<file path="config.mk">
export PLATFORM = sky130hd
export DESIGN_NAME = monitor_bank
export DESIGN_NICKNAME = d
export VERILOG_FILES = /design/src/rtl/monitor_pkg.sv /design/src/rtl/probe_router.sv /design/src/rtl/monitor_bank.sv
export SDC_FILE = /design/constraint.sdc
export NUM_CORES = 1
export LEC_CHECK = 0
export ABC_AREA = 1
export ABC_CLOCK_PERIOD_IN_PS = 1360
export BUFFER_PORTS_ARGS = -buffer_cell sky130_fd_sc_hd__buf_4
export CORE_MARGIN = 2
export CORE_UTILIZATION = 30
export DETAILED_ROUTE_END_ITERATION = 10
export PLACE_DENSITY = 0.61
export SLEW_MARGIN = 0
export SYNTH_ARGS = -nofsm -noshare
export SYNTH_HDL_FRONTEND = slang
export SYNTH_HIERARCHICAL = 1
export SYNTH_SLANG_ARGS = --single-unit
</file>
<file path="constraint.sdc">
create_clock -name core_clk -period 1.36 [get_ports core_clk]
set_input_delay 0.068 -clock core_clk [delete_from_list [all_inputs] [get_ports core_clk]]
set_output_delay 0.068 -clock core_clk [all_outputs]
set_load 0.02 [all_outputs]
</file>
<file path="src/rtl/monitor_pkg.sv">
// Constants and carrier types for the monitor select and detect threshold registers
// Overview of operation
// [RQ1] Pins one/two: code 000 low, 100 noise
// [RQ2] Code 001 signal found, 010 preamble found
// [RQ3] Code 011 strength found, 101 operating state
// [RQ4] Code 110 signal absent, 111 synth lock
// [RQ5] Host writes zero to bits 7 and 3
// [RQ6] Pins three/four live only in test
// [RQ7] Pin three analogue map, 110/111 low
// [RQ8] Pin four analogue map, 110/111 low
// [RQ9] Strength threshold eight bits, resets to zero
// [RQ10] Host picks threshold from strength level reading
// [RQ11] Preamble period nine bits, resets to 158
// [RQ12] Period used only with preamble detection on
// [RQ13] Tolerance seven bits, resets to 5, gated
// [RQ14] All bits read back last written value
package monitor_pkg;

    localparam logic [7:0] ADDR_MONITOR_SELECT_A             = 8'h14;
    localparam logic [7:0] ADDR_MONITOR_SELECT_B             = 8'h15;
    localparam logic [7:0] ADDR_RSSI_THRESHOLD               = 8'h16;
    localparam logic [7:0] ADDR_PREAMBLE_PERIOD_LOW          = 8'h17;
    localparam logic [7:0] ADDR_PREAMBLE_PERIOD_HIGH_MARGIN  = 8'h18;

    localparam logic [7:0] RESET_MONITOR_SELECT_A            = 8'h00;
    localparam logic [7:0] RESET_MONITOR_SELECT_B            = 8'h00;
    localparam logic [7:0] RESET_RSSI_THRESHOLD              = 8'h00;
    localparam logic [7:0] RESET_PREAMBLE_PERIOD_LOW         = 8'h9E;
    localparam logic [7:0] RESET_PREAMBLE_PERIOD_HIGH_MARGIN = 8'h05;

    // Field positions: upper selector, lower selector, period top bit
    localparam int SEL_UPPER_LSB   = 4;
    localparam int SEL_LOWER_LSB   = 0;
    localparam int SEL_WIDTH       = 3;
    localparam int PERIOD_TOP_BIT  = 7;
    localparam int TOLERANCE_WIDTH = 7;
    localparam int PERIOD_WIDTH    = 9;

    typedef enum logic [2:0] {
        ANA_CODE_0 = 3'h0,
        ANA_CODE_1 = 3'h1,
        ANA_CODE_2 = 3'h2,
        ANA_CODE_3 = 3'h3,
        ANA_CODE_4 = 3'h4,
        ANA_CODE_5 = 3'h5
    } analog_code_t;

    // Order matters: index = selector code once a zero is appended
    typedef struct packed {
        logic synth_lock_flag;
        logic signal_absent;
        logic operating_state_flag;
        logic noise_found;
        logic strength_found;
        logic preamble_found;
        logic signal_found;
    } detect_bus_t;

    // Analogue test levels carried as 8-bit samples
    typedef struct packed {
        logic [7:0] rate_filter_output;
        logic [7:0] rate_filter_input;
        logic [7:0] slicer_reference;
        logic [7:0] strength_level_voltage;
        logic [7:0] noise_level_voltage;
        logic [7:0] peak_hold_voltage;
    } analog_bus_t;

    typedef struct packed {
        logic       wr;
        logic       rd;
        logic [7:0] addr;
        logic [7:0] data;
    } reg_req_t;

    typedef struct packed {
        logic [7:0]                   monitor_select_a;
        logic [7:0]                   monitor_select_b;
        logic [7:0]                   rssi_threshold;
        logic [7:0]                   preamble_period_low;
        logic [7:0]                   preamble_period_high_margin;
        logic [7:0]                   rd_data;
        logic                         probe_pin_one;
        logic                         probe_pin_two;
        logic [7:0]                   probe_pin_three;
        logic [7:0]                   probe_pin_four;
        logic [PERIOD_WIDTH-1:0]      preamble_period;
        logic [TOLERANCE_WIDTH-1:0]   preamble_tolerance;
        logic                         armed;
    } bank_state_t;

endpackage

</file>
<file path="src/rtl/probe_router.sv">
// Combinational routing of internal results and test levels to the four probe pins
`timescale 1ns/1ns
`default_nettype none
module probe_router (
    input  wire logic [7:0]               monitor_select_a,
    input  wire logic [7:0]               monitor_select_b,
    input  wire logic                     test_active,
    input  wire monitor_pkg::detect_bus_t detect,
    input  wire monitor_pkg::analog_bus_t analog,
    output logic      [1:0]               digital_pin,
    output logic      [7:0]               pin_three,
    output logic      [7:0]               pin_four
);

    logic [7:0] detect_table;
    logic [5:0] code_digital;

    // Code zero lands on the appended constant low
    assign detect_table = {detect, 1'b0};
    assign code_digital = {monitor_select_a[monitor_pkg::SEL_UPPER_LSB +: monitor_pkg::SEL_WIDTH],
                           monitor_select_a[monitor_pkg::SEL_LOWER_LSB +: monitor_pkg::SEL_WIDTH]};

    genvar g;
    generate
        for (g = 0; g < 2; g++)
        begin : gen_digital
            // Pin one takes the upper selector, pin two the lower
            assign digital_pin[g] = detect_table[code_digital[(1 - g) * 3 +: 3]]; // [RQ1] [RQ2] [RQ3] [RQ4]
        end
    endgenerate

    // Codes 0 and 2 swap between the two pins; 1 and 3..5 are shared, rest low
    function automatic logic [7:0] analog_pick(input logic [2:0] code, input logic swap,
                                               input monitor_pkg::analog_bus_t a);
        logic [7:0] v;
        v = 8'h00;
        case (code)
            monitor_pkg::ANA_CODE_0: v = swap ? a.slicer_reference : a.rate_filter_output;
            monitor_pkg::ANA_CODE_1: v = a.rate_filter_input;
            monitor_pkg::ANA_CODE_2: v = swap ? a.rate_filter_output : a.slicer_reference;
            monitor_pkg::ANA_CODE_3: v = a.strength_level_voltage;
            monitor_pkg::ANA_CODE_4: v = a.noise_level_voltage;
            monitor_pkg::ANA_CODE_5: v = a.peak_hold_voltage;
            default:                 v = 8'h00;
        endcase
        return v;
    endfunction

    always_comb
    begin
        pin_three = 8'h00;
        pin_four  = 8'h00;
        if (test_active) // [RQ6]
        begin
            pin_three = analog_pick(monitor_select_b[monitor_pkg::SEL_UPPER_LSB +: monitor_pkg::SEL_WIDTH],
                                    1'b0, analog); // [RQ7]
            pin_four  = analog_pick(monitor_select_b[monitor_pkg::SEL_LOWER_LSB +: monitor_pkg::SEL_WIDTH],
                                    1'b1, analog); // [RQ8]
        end
    end

endmodule
`default_nettype wire

</file>
<file path="src/rtl/monitor_bank.sv">
// Monitor select and detection threshold register bank with probe pin outputs
`timescale 1ns/1ns
`default_nettype none
module monitor_bank (
    input  wire logic                     core_clk,
    input  wire logic                     reset_n,
    input  wire monitor_pkg::reg_req_t    reg_req,
    output logic      [7:0]               reg_rd_data,
    input  wire logic                     user_test_enable,
    input  wire logic                     test_mode_pin,
    input  wire logic                     preamble_enable,
    input  wire monitor_pkg::detect_bus_t detect,
    input  wire monitor_pkg::analog_bus_t analog,
    output logic                          probe_pin_one,
    output logic                          probe_pin_two,
    output logic      [7:0]               probe_pin_three,
    output logic      [7:0]               probe_pin_four,
    output logic      [7:0]               strength_threshold,
    output logic      [8:0]               preamble_period,
    output logic      [6:0]               preamble_tolerance
);

    monitor_pkg::bank_state_t st;
    monitor_pkg::bank_state_t next_st;

    logic [1:0] routed_digital;
    logic [7:0] routed_three;
    logic [7:0] routed_four;
    logic       test_active;

    assign test_active = user_test_enable | test_mode_pin; // [RQ6]

    // Read and write share one decoder
    function automatic logic [4:0] addr_hit(input logic [7:0] addr);
        addr_hit = {addr == monitor_pkg::ADDR_PREAMBLE_PERIOD_HIGH_MARGIN,
                    addr == monitor_pkg::ADDR_PREAMBLE_PERIOD_LOW,
                    addr == monitor_pkg::ADDR_RSSI_THRESHOLD,
                    addr == monitor_pkg::ADDR_MONITOR_SELECT_B,
                    addr == monitor_pkg::ADDR_MONITOR_SELECT_A};
    endfunction

    probe_router u_router (
        .monitor_select_a (st.monitor_select_a),
        .monitor_select_b (st.monitor_select_b),
        .test_active      (test_active),
        .detect           (detect),
        .analog           (analog),
        .digital_pin      (routed_digital),
        .pin_three        (routed_three),
        .pin_four         (routed_four)
    );

    always_comb
    begin
        logic [4:0] wr_hit;
        logic [4:0] rd_hit;
        wr_hit  = reg_req.wr ? addr_hit(reg_req.addr) : 5'h00;
        rd_hit  = addr_hit(reg_req.addr);
        next_st = st;
        next_st.armed = 1'b1;

        // Whole byte stored, reserved bits included, so readback is exact
        if (wr_hit[0])
            next_st.monitor_select_a = reg_req.data; // [RQ1] [RQ14]
        if (wr_hit[1])
            next_st.monitor_select_b = reg_req.data; // [RQ14]
        if (wr_hit[2])
            next_st.rssi_threshold = reg_req.data; // [RQ9]
        if (wr_hit[3])
            next_st.preamble_period_low = reg_req.data; // [RQ11]
        if (wr_hit[4])
            next_st.preamble_period_high_margin = reg_req.data; // [RQ11] [RQ13]

        // Unmapped reads answer zero
        if (reg_req.rd)
        begin
            next_st.rd_data = 8'h00;
            case (1'b1)
                rd_hit[0]: next_st.rd_data = st.monitor_select_a; // [RQ14]
                rd_hit[1]: next_st.rd_data = st.monitor_select_b; // [RQ14]
                rd_hit[2]: next_st.rd_data = st.rssi_threshold; // [RQ14]
                rd_hit[3]: next_st.rd_data = st.preamble_period_low; // [RQ14]
                rd_hit[4]: next_st.rd_data = st.preamble_period_high_margin; // [RQ14]
                default:   next_st.rd_data = 8'h00;
            endcase
        end

        next_st.probe_pin_one   = routed_digital[0];
        next_st.probe_pin_two   = routed_digital[1];
        next_st.probe_pin_three = routed_three;
        next_st.probe_pin_four  = routed_four;

        // Detector sees zeros while off, so a stale setting cannot leak in
        if (preamble_enable) // [RQ12]
        begin
            next_st.preamble_period    = {st.preamble_period_high_margin[monitor_pkg::PERIOD_TOP_BIT],
                                          st.preamble_period_low}; // [RQ11]
            next_st.preamble_tolerance = st.preamble_period_high_margin[monitor_pkg::TOLERANCE_WIDTH-1:0]; // [RQ13]
        end
        else
        begin
            next_st.preamble_period    = '0;
            next_st.preamble_tolerance = '0;
        end
    end

    always_ff @(posedge core_clk or negedge reset_n)
    begin
        if (!reset_n)
        begin
            st                             <= '0;
            st.monitor_select_a            <= monitor_pkg::RESET_MONITOR_SELECT_A;
            st.monitor_select_b            <= monitor_pkg::RESET_MONITOR_SELECT_B;
            st.rssi_threshold              <= monitor_pkg::RESET_RSSI_THRESHOLD; // [RQ9]
            st.preamble_period_low         <= monitor_pkg::RESET_PREAMBLE_PERIOD_LOW; // [RQ11]
            st.preamble_period_high_margin <= monitor_pkg::RESET_PREAMBLE_PERIOD_HIGH_MARGIN; // [RQ13]
        end
        else
        begin
            st <= next_st;
        end
    end

    assign reg_rd_data        = st.rd_data;
    assign probe_pin_one      = st.probe_pin_one;
    assign probe_pin_two      = st.probe_pin_two;
    assign probe_pin_three    = st.probe_pin_three;
    assign probe_pin_four     = st.probe_pin_four;
    assign strength_threshold = st.rssi_threshold;
    assign preamble_period    = st.preamble_period;
    assign preamble_tolerance = st.preamble_tolerance;

    logic [2:0] sel_one;
    logic [2:0] sel_two;
    logic [2:0] sel_three;
    logic [2:0] sel_four;
    assign sel_one   = st.monitor_select_a[6:4];
    assign sel_two   = st.monitor_select_a[2:0];
    assign sel_three = st.monitor_select_b[6:4];
    assign sel_four  = st.monitor_select_b[2:0];
endmodule
`default_nettype wire

</file>
======== Word-level counts from Yosys, hierarchy flattened ========
Index checks and enable logic that the tools add are counted.
word-level totals
  bits in registers ....................... 82
  input bits .............................. 78
  output and inout bits ................... 50
  logic and storage cells ................. 47
operators by class
  order comparisons ....................... 2
  eq/ne operators ......................... 15
  multiplexer cells ....................... 15
  bitwise operators ....................... 1
  reductions and logical operators ........ 2
operators with widths
  kind                                                         count
  one-hot mux 8 bit (6 select lines)                           2
  two-way mux 8 bit                                            7
  equality test 8 x 5 -> 1 bit (second input constant)         5
  two-way mux 16 bit                                           1
  equality test 3 x 2 -> 1 bit (second input constant)         4
  equality test 3 bit (second input constant)                  4
  less-than comparator 3 x 4 -> 1 bit (second input constant)  2
  binary-select mux 1 bit (select 3 bit)                       2
  equality test 3 x 1 -> 1 bit (second input constant)         2
  logical NOT 3 bit                                            2
  two-way mux 5 bit                                            1
  two-way mux 1 bit                                            2
  bitwise OR 1 bit                                             1

======== Depth between registers and ports, before layout ========
Gate-level depths: netlist (run 1).
  depth in word-level cells ............... 6
  depth in mapped cells ................... 10
  mapped depth without buffers ............ 9

======== Hierarchy ========
Netlist (run 1), hierarchy kept.
modules (own cells, without submodules)
  module        times used  cells each  area an instance (µm²)  sequential area each (µm²)
  monitor_bank  1           390         3,731.1                 2,060.7
  probe_router  1           261         1,361.3                 0.0

======== Least setup slack after synthesis (run 1) ========
OpenSTA, ideal clock, no wires.
  kind .................................... reg2reg
  start ................................... register sel_four[1] (netlist name)
  end ..................................... register st (netlist bit probe_pin_four[4])
  arrival ................................. 1.044 ns
  required time ........................... 1.282 ns
  path slack .............................. 0.238 ns
  cell stages (with the launch flop) ...... 8
  buffers on the path ..................... 2
  period minus slack after synthesis ...... 1.122 ns
  path through ............................ dfrtp_1 > buf_6 > nor2_8 > buf_8 > nand3_1 > nand2_1 > inv_1 > a21oi_1
RTL lines
  item                  line                 text
  end signal, assigned  monitor_bank.sv:120  st <= next_st;
  end, declared         monitor_bank.sv:23   monitor_pkg::bank_state_t st;

==> results of run 1 <==
[sequential cells by signal, indices dropped and copies added (netlist names)]
name	flops
st	20
preamble_tolerance	7
sel_four	3
sel_one	3
probe_pin_two	1
probe_pin_one	1
strength_threshold	8
sel_three	3
sel_two	3
preamble_period	9
reg_rd_data	8
probe_pin_four	8
probe_pin_three	8
[cells in the final DEF (no fill, tap or decap), types with 9 or more instances in the layout]
cell,count
o21ai_0,24
o21ai_1,21
buf_4,143
nor2_1,25
nand4_1,62
clkbuf_16,9
o21ai_2,9
nand3_1,62
a21oi_1,20
dfrtp_1,71
nand2_1,147
inv_1,80
[stage by stage]
stage               cell area, µm²  hold slack, ns  util (%)  worst slack, ns  setup TNS (ns)
detailed placement            5879        -0.02251     35.45          0.02838               0
floorplan                     5092         -0.2276         -           0.2383               0
global route                  6267         0.04404     37.79        0.0009841               0
global placement              5879        -0.02415     35.45         -0.01746        -0.01746
finish                        6267         0.03017     37.79          0.07541               0
CTS                           6242         0.01835     37.64         0.002007               0
[area by class of cell]
type                       count  area (µm²)
inverter                      85       324.1
clock buffer                  14       254.0
tap                          220       275.3
timing repair buffer         154        1215
multi-input combinational    402        2095
sequential                    82        2066
clock inverter                 2       38.79
fill                        1774       10320
[cells by family (layout without fill, tap and decap cells)]
logic type      Yosys count  after routing
buf+inv                 168            255
compound gates           81             81
simple gates            320            321
flops                    82             82
[worst reg2reg max path, cell delays in order, from the launching register on]
cell and delay (ns):
dfrtp_2 0.48, inv_1 0.30, nand4_1 0.13, nand2_1 0.12
nor2_1 0.05, a21oi_1 0.12
[metal layers]
metal | vias to the layer above | wire, µm
li1 | 2252 | -
met1 | 2126 | 6678
met2 | 203 | 7145
met3 | 19 | 1148
met4 | 0 | 250
met5 | - | 0
[power groups by stage]
stage	clock network [µW]	registers [µW]	logic [µW]
final	2470	2710	1180
after global routing	2620	2730	1290
after CTS	2520	2710	1180
after detailed placement	0	2750	1160
after global placement	0	2750	1150
after floorplan	0	2710	744
[repair_timing]
item,in CTS,in global routing
gates resized for setup,0,8
hold endpoints to repair,82,0
setup endpoints to repair,0,16
hold buffers,7,0
[worst paths after layout]
| check | cells after the start | startpoint | to | slack (ns) |
|---|---|---|---|---|
| worst min register to register | 2 | st[50] | preamble_period[8] | 0.46 |
| worst max-delay path | 5 | sel_three[0] | probe_pin_three[7] | 0.08 |
| worst max register to register | 5 | sel_three[0] | probe_pin_three[7] | 0.08 |
| max in group asynchronous | 3 | reset_n | st[55] | 0.62 |
| worst min-delay path | 3 | preamble_enable | preamble_period[5] | 0.03 |
| min in group asynchronous | 2 | reset_n | preamble_period[4] | 0.16 |
==> summary.txt, run 1 <==
STA
  • Max_slew headroom: 76.62%
  • Minimum clock period: 1.285 ns
  • Fin crit share: 94.46%
  • Final Hold Fails: 0
  • Max Fclk: 0.7785 GHz
  • Slew Limit Fails: 0
  • Final setup fails: 0
  • Clock Skews: 0.006233 ns
  • Slew @ Worst Pin: 0.3504 ns
  • RSZ-0062 raised after global routing: false

Yosys
  • Register area share after synthesis: 40.47%
  • Largest family of logic cells by synthesized area: simple AND/OR/NAND/NOR gates
  • Top post-synthesis cells by count: nand2_1, inv_1, dfrtp_1, nand3_1, nand4_1
  • Syn_nets: 729
  • Main area contributors after synthesis: dfrtp_1, nand2_1, buf_4
  • Ys async rst share: 100.0%
  • Yosys top cell by area: dfrtp_1
  • Share of synthesized cell area in and, or, nand and nor gates: 31.99%
  • Warnings, synthesis: 6
  • Predominant post-synthesis flop cell: dfrtp_1
  • Synth Instances: 651
  • Synth Area in Adders: 0%
  • Most numerous cell in the Yosys netlist: nand2_1
  • Yosys cell types: 26
  • Syn_area_per_cell: 7.822 µm²
  • Post-synthesis compound-gate area fraction: 8.919%
  • Mux cell area share after synthesis: 0%
  • Synth top area share: 36.86%
  • Syn Std Cell Area: 5092 µm²
  • Flops & latches, synth: 82
  • Post-synth EDFFs: 0
  • Synth Area in XOR/XNOR: 0%

Worst setup path
  • Startpoint class of the critical path: register
  • CP arrival: 1.55 ns
  • Crit path buffers/inverters: 1
  • Slowest-stage cell, CP: dfrtp_2
  • WS Path Type: reg -> reg
  • Max incr delay on CP: 0.48 ns
  • Crit-path cells: inv_1 -> nand4_1 -> nand2_1 -> nor2_1 -> a21oi_1
  • Worst Setup End Kind: register
  • CP top delay family: flip-flops
  • CP Data Required Time: 1.63 ns
  • Crit-path max FO: 8

Die
  • Die width: 134.3 µm
  • Starting density of the core: 30.71%
  • Core area: 16580 µm²
  • Ports: 128
  • # rows: 47
  • Die area: 18030 µm²
  • Die H: 134.3 µm

Power
  • Part of the power in registers: 42.7%
  • Switching power: 1786 µW
  • Overall power: 6358 µW
  • Comb power frac: 18.5%
  • P_leak: 0.003285 µW
  • Sw frac: 28.09%
  • Clock Power Share: 38.8%
  • Pwr dens: 1014 nW/µm²
  • Peak supply drop: 0.0006083 V
  • Total internal power: 4572 µW

CTS
  • Clock tree root buffer cell: clkbuf_16
  • Number of setup buffers added after CTS: 0
  • CTS Buf Count: 9
  • CTS max path bufs: 2
  • CTS tree: yes
  • Clock latency on the worst-skew pair: 0.34 ns
  • CTS clock-pin slew for the worst setup and hold paths: 0.06 ns
  • H-tree levels: 3
  • CTS Sinks: 82

Global route
  • Global Route Usage Sum: 17.13%
  • Vias in the first global route: 4423
  • Grt total ovfl: 0
  • Initial antenna violation count: 0
  • GRT met1 Usage: 22.98%
  • Largest net degree at the start of global routing: 33
  • GR peak layer: met2
  • First-pass GRT wire length: 23940 µm
  • Met3 GRT Util: 3.666%
  • Met2 usage: 27.38%

Detailed routing
  • Drt first pass iters: 5
  • Total wire length: 15220 µm
  • Vias/cell: 4.797
  • WL per Instance: 15.87 µm
  • Via count: 4600
  • # DRC: 0
  • DR iter-0 viols: 282
  • DRT antenna net count: 0

Place
  • Number of port buffers: 127
  • Final HPWL DP: 11130 µm
  • Placer Congestion: 0.8890
  • Cells after DPL: 935

Worst hold path
  • HP Class: in -> reg

Run status
  • Status: complete, no violations

Cells and area
  • Area grow syn2layout: 23.07%
  • Diode count: 0
  • Final non-filler cell total: 959
  • # nets final: 812
  • Layout cell share with drive strength beyond 1: 28.28%

Job
  • Max-Cap Viols: 0
Note: power is estimated with default switching activity, not from simulation.
==> run 2: changes to the inputs <==
CELL_PAD_IN_SITES_DETAIL_PLACEMENT = 0   (was not set)
CELL_PAD_IN_SITES_GLOBAL_PLACEMENT = 2   (was not set)
PLACE_DENSITY = 0.91   (was 0.61)
==> run 2 against run 1 <==
Net effect:
- via count shrank 1.5%
- total power down 2.8%
- global-route usage fell by 0.077 points
- worst hold slack improved by 0.0037 ns
- fmax increased by 2.2%
- clock skew up 0.0016 ns
- clock power decreased by 7%
- routed wire length shrank 1.1%
- highest routed layer unchanged
- critical endpoint is now probe_pin_four[0]
- non-clock buffer count increased by 3
==> summary.txt, run 2 (synthesis gave the netlist of run 1 again) <==
Global route
  • GRT met1 Usage: 22.71% (-0.27 points)
  • Vias in the first global route: 4476 (+1.2%)
  • Initial antenna violation count: 0 (unchanged)
  • First-pass GRT wire length: 24060 µm (+0.52%)
  • Largest net degree at the start of global routing: 33 (unchanged)
  • Met2 usage: 27.92% (+0.54 points)
  • GR peak layer: met2
  • Met3 GRT Util: 3.023% (-0.64 points)
  • Grt total ovfl: 0 (unchanged)
  • Global Route Usage Sum: 17.05% (-0.077 points)

Worst setup path
  • R2r startpoint: sel_four[1]
  • CP arrival: 1.51 ns (-0.04 ns)
  • Crit-path max FO: 15 (+7)
  • WS Path Type: reg -> reg
  • Worst Setup SP: sel_four[1]
  • FF-to-FF setup slack: 0.10 ns (+0.03 ns)
  • CP Data Required Time: 1.61 ns (-0.02 ns)
  • Reg2reg end: probe_pin_four[0]
  • Startpoint class of the critical path: register
  • Worst Setup End Kind: register
  • Worst setup path endpoint: probe_pin_four[0]
  • Worst r2r path cells: 4 (-1)

STA
  • Minimum clock period: 1.257 ns (-0.02771 ns)
  • Final setup fails: 0 (unchanged)
  • Final Hold Fails: 0 (unchanged)
  • Slew @ Worst Pin: 0.3103 ns (-0.04004 ns)
  • Fin crit share: 92.42% (-2.0 points)
  • Clock Skews: 0.007853 ns (+0.001620 ns)
  • Post-route setup slack: 0.1031 ns (+0.02771 ns)
  • Max_slew headroom: 79.29% (+2.7 points)
  • Max Fclk: 0.7956 GHz (+2.2%)
  • RSZ-0062 raised after global routing: true
  • Slew Limit Fails: 0 (unchanged)

Die
  • Starting density of the core: 30.71% (unchanged)
  • Die H: 134.3 µm (unchanged)
  • Core area: 16580 µm² (unchanged)
  • Die area: 18030 µm² (unchanged)
  • # rows: 47 (unchanged)
  • Ports: 128 (unchanged)
  • Die width: 134.3 µm (unchanged)

Cells and area
  • # nets final: 815 (+0.37%)
  • Area grow syn2layout: 23.44%
  • Most frequent cells in the layout: nand2_1, buf_4, inv_1
  • Biggest register: st
  • Commonest non-fill, non-tap cell in the layout: nand2_1
  • Max reg flops: 20 (unchanged)
  • Layout cell share with drive strength beyond 1: 28.84% (+0.56 points)
  • Final non-filler cell total: 962 (+0.31%)
  • Fillers: 1794 (+1.1%)
  • Diode count: 0 (unchanged)

Detailed routing
  • Vias/cell: 4.712 (-1.8%)
  • Total wire length: 15050 µm (-1.1%)
  • WL per Instance: 15.65 µm (-1.4%)
  • # DRC: 0 (unchanged)
  • DR iter-0 viols: 282 (unchanged)
  • Via count: 4533 (-1.5%)
  • DRT antenna net count: 0 (unchanged)
  • Drt first pass iters: 5 (unchanged)

CTS
  • CTS Sinks: 82 (unchanged)
  • H-tree levels: 3 (unchanged)
  • Clock latency on the worst-skew pair: 0.34 ns (about the same)
  • CTS Buf Count: 9 (unchanged)
  • Clock tree root buffer cell: clkbuf_16
  • CTS max path bufs: 2 (unchanged)
  • CTS clock-pin slew for the worst setup and hold paths: 0.06 ns (about the same)
  • CTS tree: yes

Place
  • Pre-CTS setup slack: 0.02951 ns (+0.001136 ns)
  • Number of port buffers: 127 (unchanged)
  • Placer Congestion: 0.8593 (-3.3%)
  • Final HPWL DP: 11130 µm (about the same)
  • Cells after DPL: 938 (+0.32%)

Power
  • Comb power frac: 19.2% (+0.7 points)
  • Clock Power Share: 37.0% (-1.8 points)
  • Switching power: 1794 µW (+0.48%)
  • Sw frac: 29.05% (+0.96 points)
  • Part of the power in registers: 43.8% (+1.1 points)
  • Total internal power: 4382 µW (-4.1%)
  • P_leak: 0.003292 µW (+0.19%)
  • Peak supply drop: 0.0005663 V (-6.9%)
  • Pwr dens: 982.6 nW/µm² (-3.1%)

Worst hold path
  • HP Class: in -> reg

Job
  • Max-Cap Viols: 0 (unchanged)

Run status
  • Status: complete, no violations
==> run 2: cell types whose count changed in the layout (fill, tap and decap cells not counted), sizes merged <==
cell	delta
clkinvlp	+4
clkbuf	-2
inv	-1
buf	+3
bufinv	-1
==> run 2: worst min-delay path by stage <==
stage                          startpoint                    end  cells past startpoint
after floorplan                   reset_n     preamble_period[0]                      0
after global placement            reset_n  preamble_tolerance[0]                      1
after detailed placement          reset_n  preamble_tolerance[0]                      1
final                     preamble_enable     preamble_period[7]                      3
after global routing      preamble_enable  preamble_tolerance[5]                      3
after CTS                 preamble_enable     preamble_period[7]                      3
==> run 2: metal layers <==
metal  vias to the layer above  share of wire [%]
li1                       2258                  -
met1                      2122                 46
met2                       143                 47
met3                        10                5.8
met4                         0                1.3
met5                         -                  0
==> run 2: repair_timing <==
item,in CTS,in global routing
hold buffers,7,0
setup buffers,0,0
setup endpoints to repair,0,10
hold endpoints to repair,87,0
gates resized for setup,0,8
==> run 2: through the flow <==
step / TNS, ns / total power (µW) / hold WS, ns / area (µm²) / util [%]
floorplan: 0 / 3452 / -0.2276 / 5092 / -
CTS: 0 / 6265 / 0.01930 / 6259 / 37.74
finish: 0 / 6177 / 0.03383 / 6286 / 37.91
global placement: 0 / 3914 / -0.01515 / 5914 / 35.66
detailed placement: 0 / 3914 / -0.01734 / 5914 / 35.66
global route: -0.01731 / 6488 / 0.03847 / 6286 / 37.91
==> run 2: area by class of cell <==
class	instances	area, µm²	area share, %
clock buffer	12	246.5	3.921
clock inverter	4	27.53	0.4379
inverter	85	327.8	5.215
multi-input combinational	402	2095	33.32
sequential	82	2064	32.84
tap	220	275.3	4.379
timing repair buffer	157	1250	19.88
==> run 2: power groups by stage <==
stage                     clock [µW]  sequential [µW]  combinational (µW)
after global routing            2460             2720                1300
after CTS                       2380             2700                1190
after floorplan                    0             2710                 744
after global placement             0             2740                1170
after detailed placement           0             2750                1170
final                           2290             2710                1180
==> run 2: worst max-delay path: stages (launching register included) <==
cell,delay (ns)
dfrtp_2,0.52
inv_4,0.19
nand3_1,0.12
o21a_1,0.18
a21oi_1,0.17
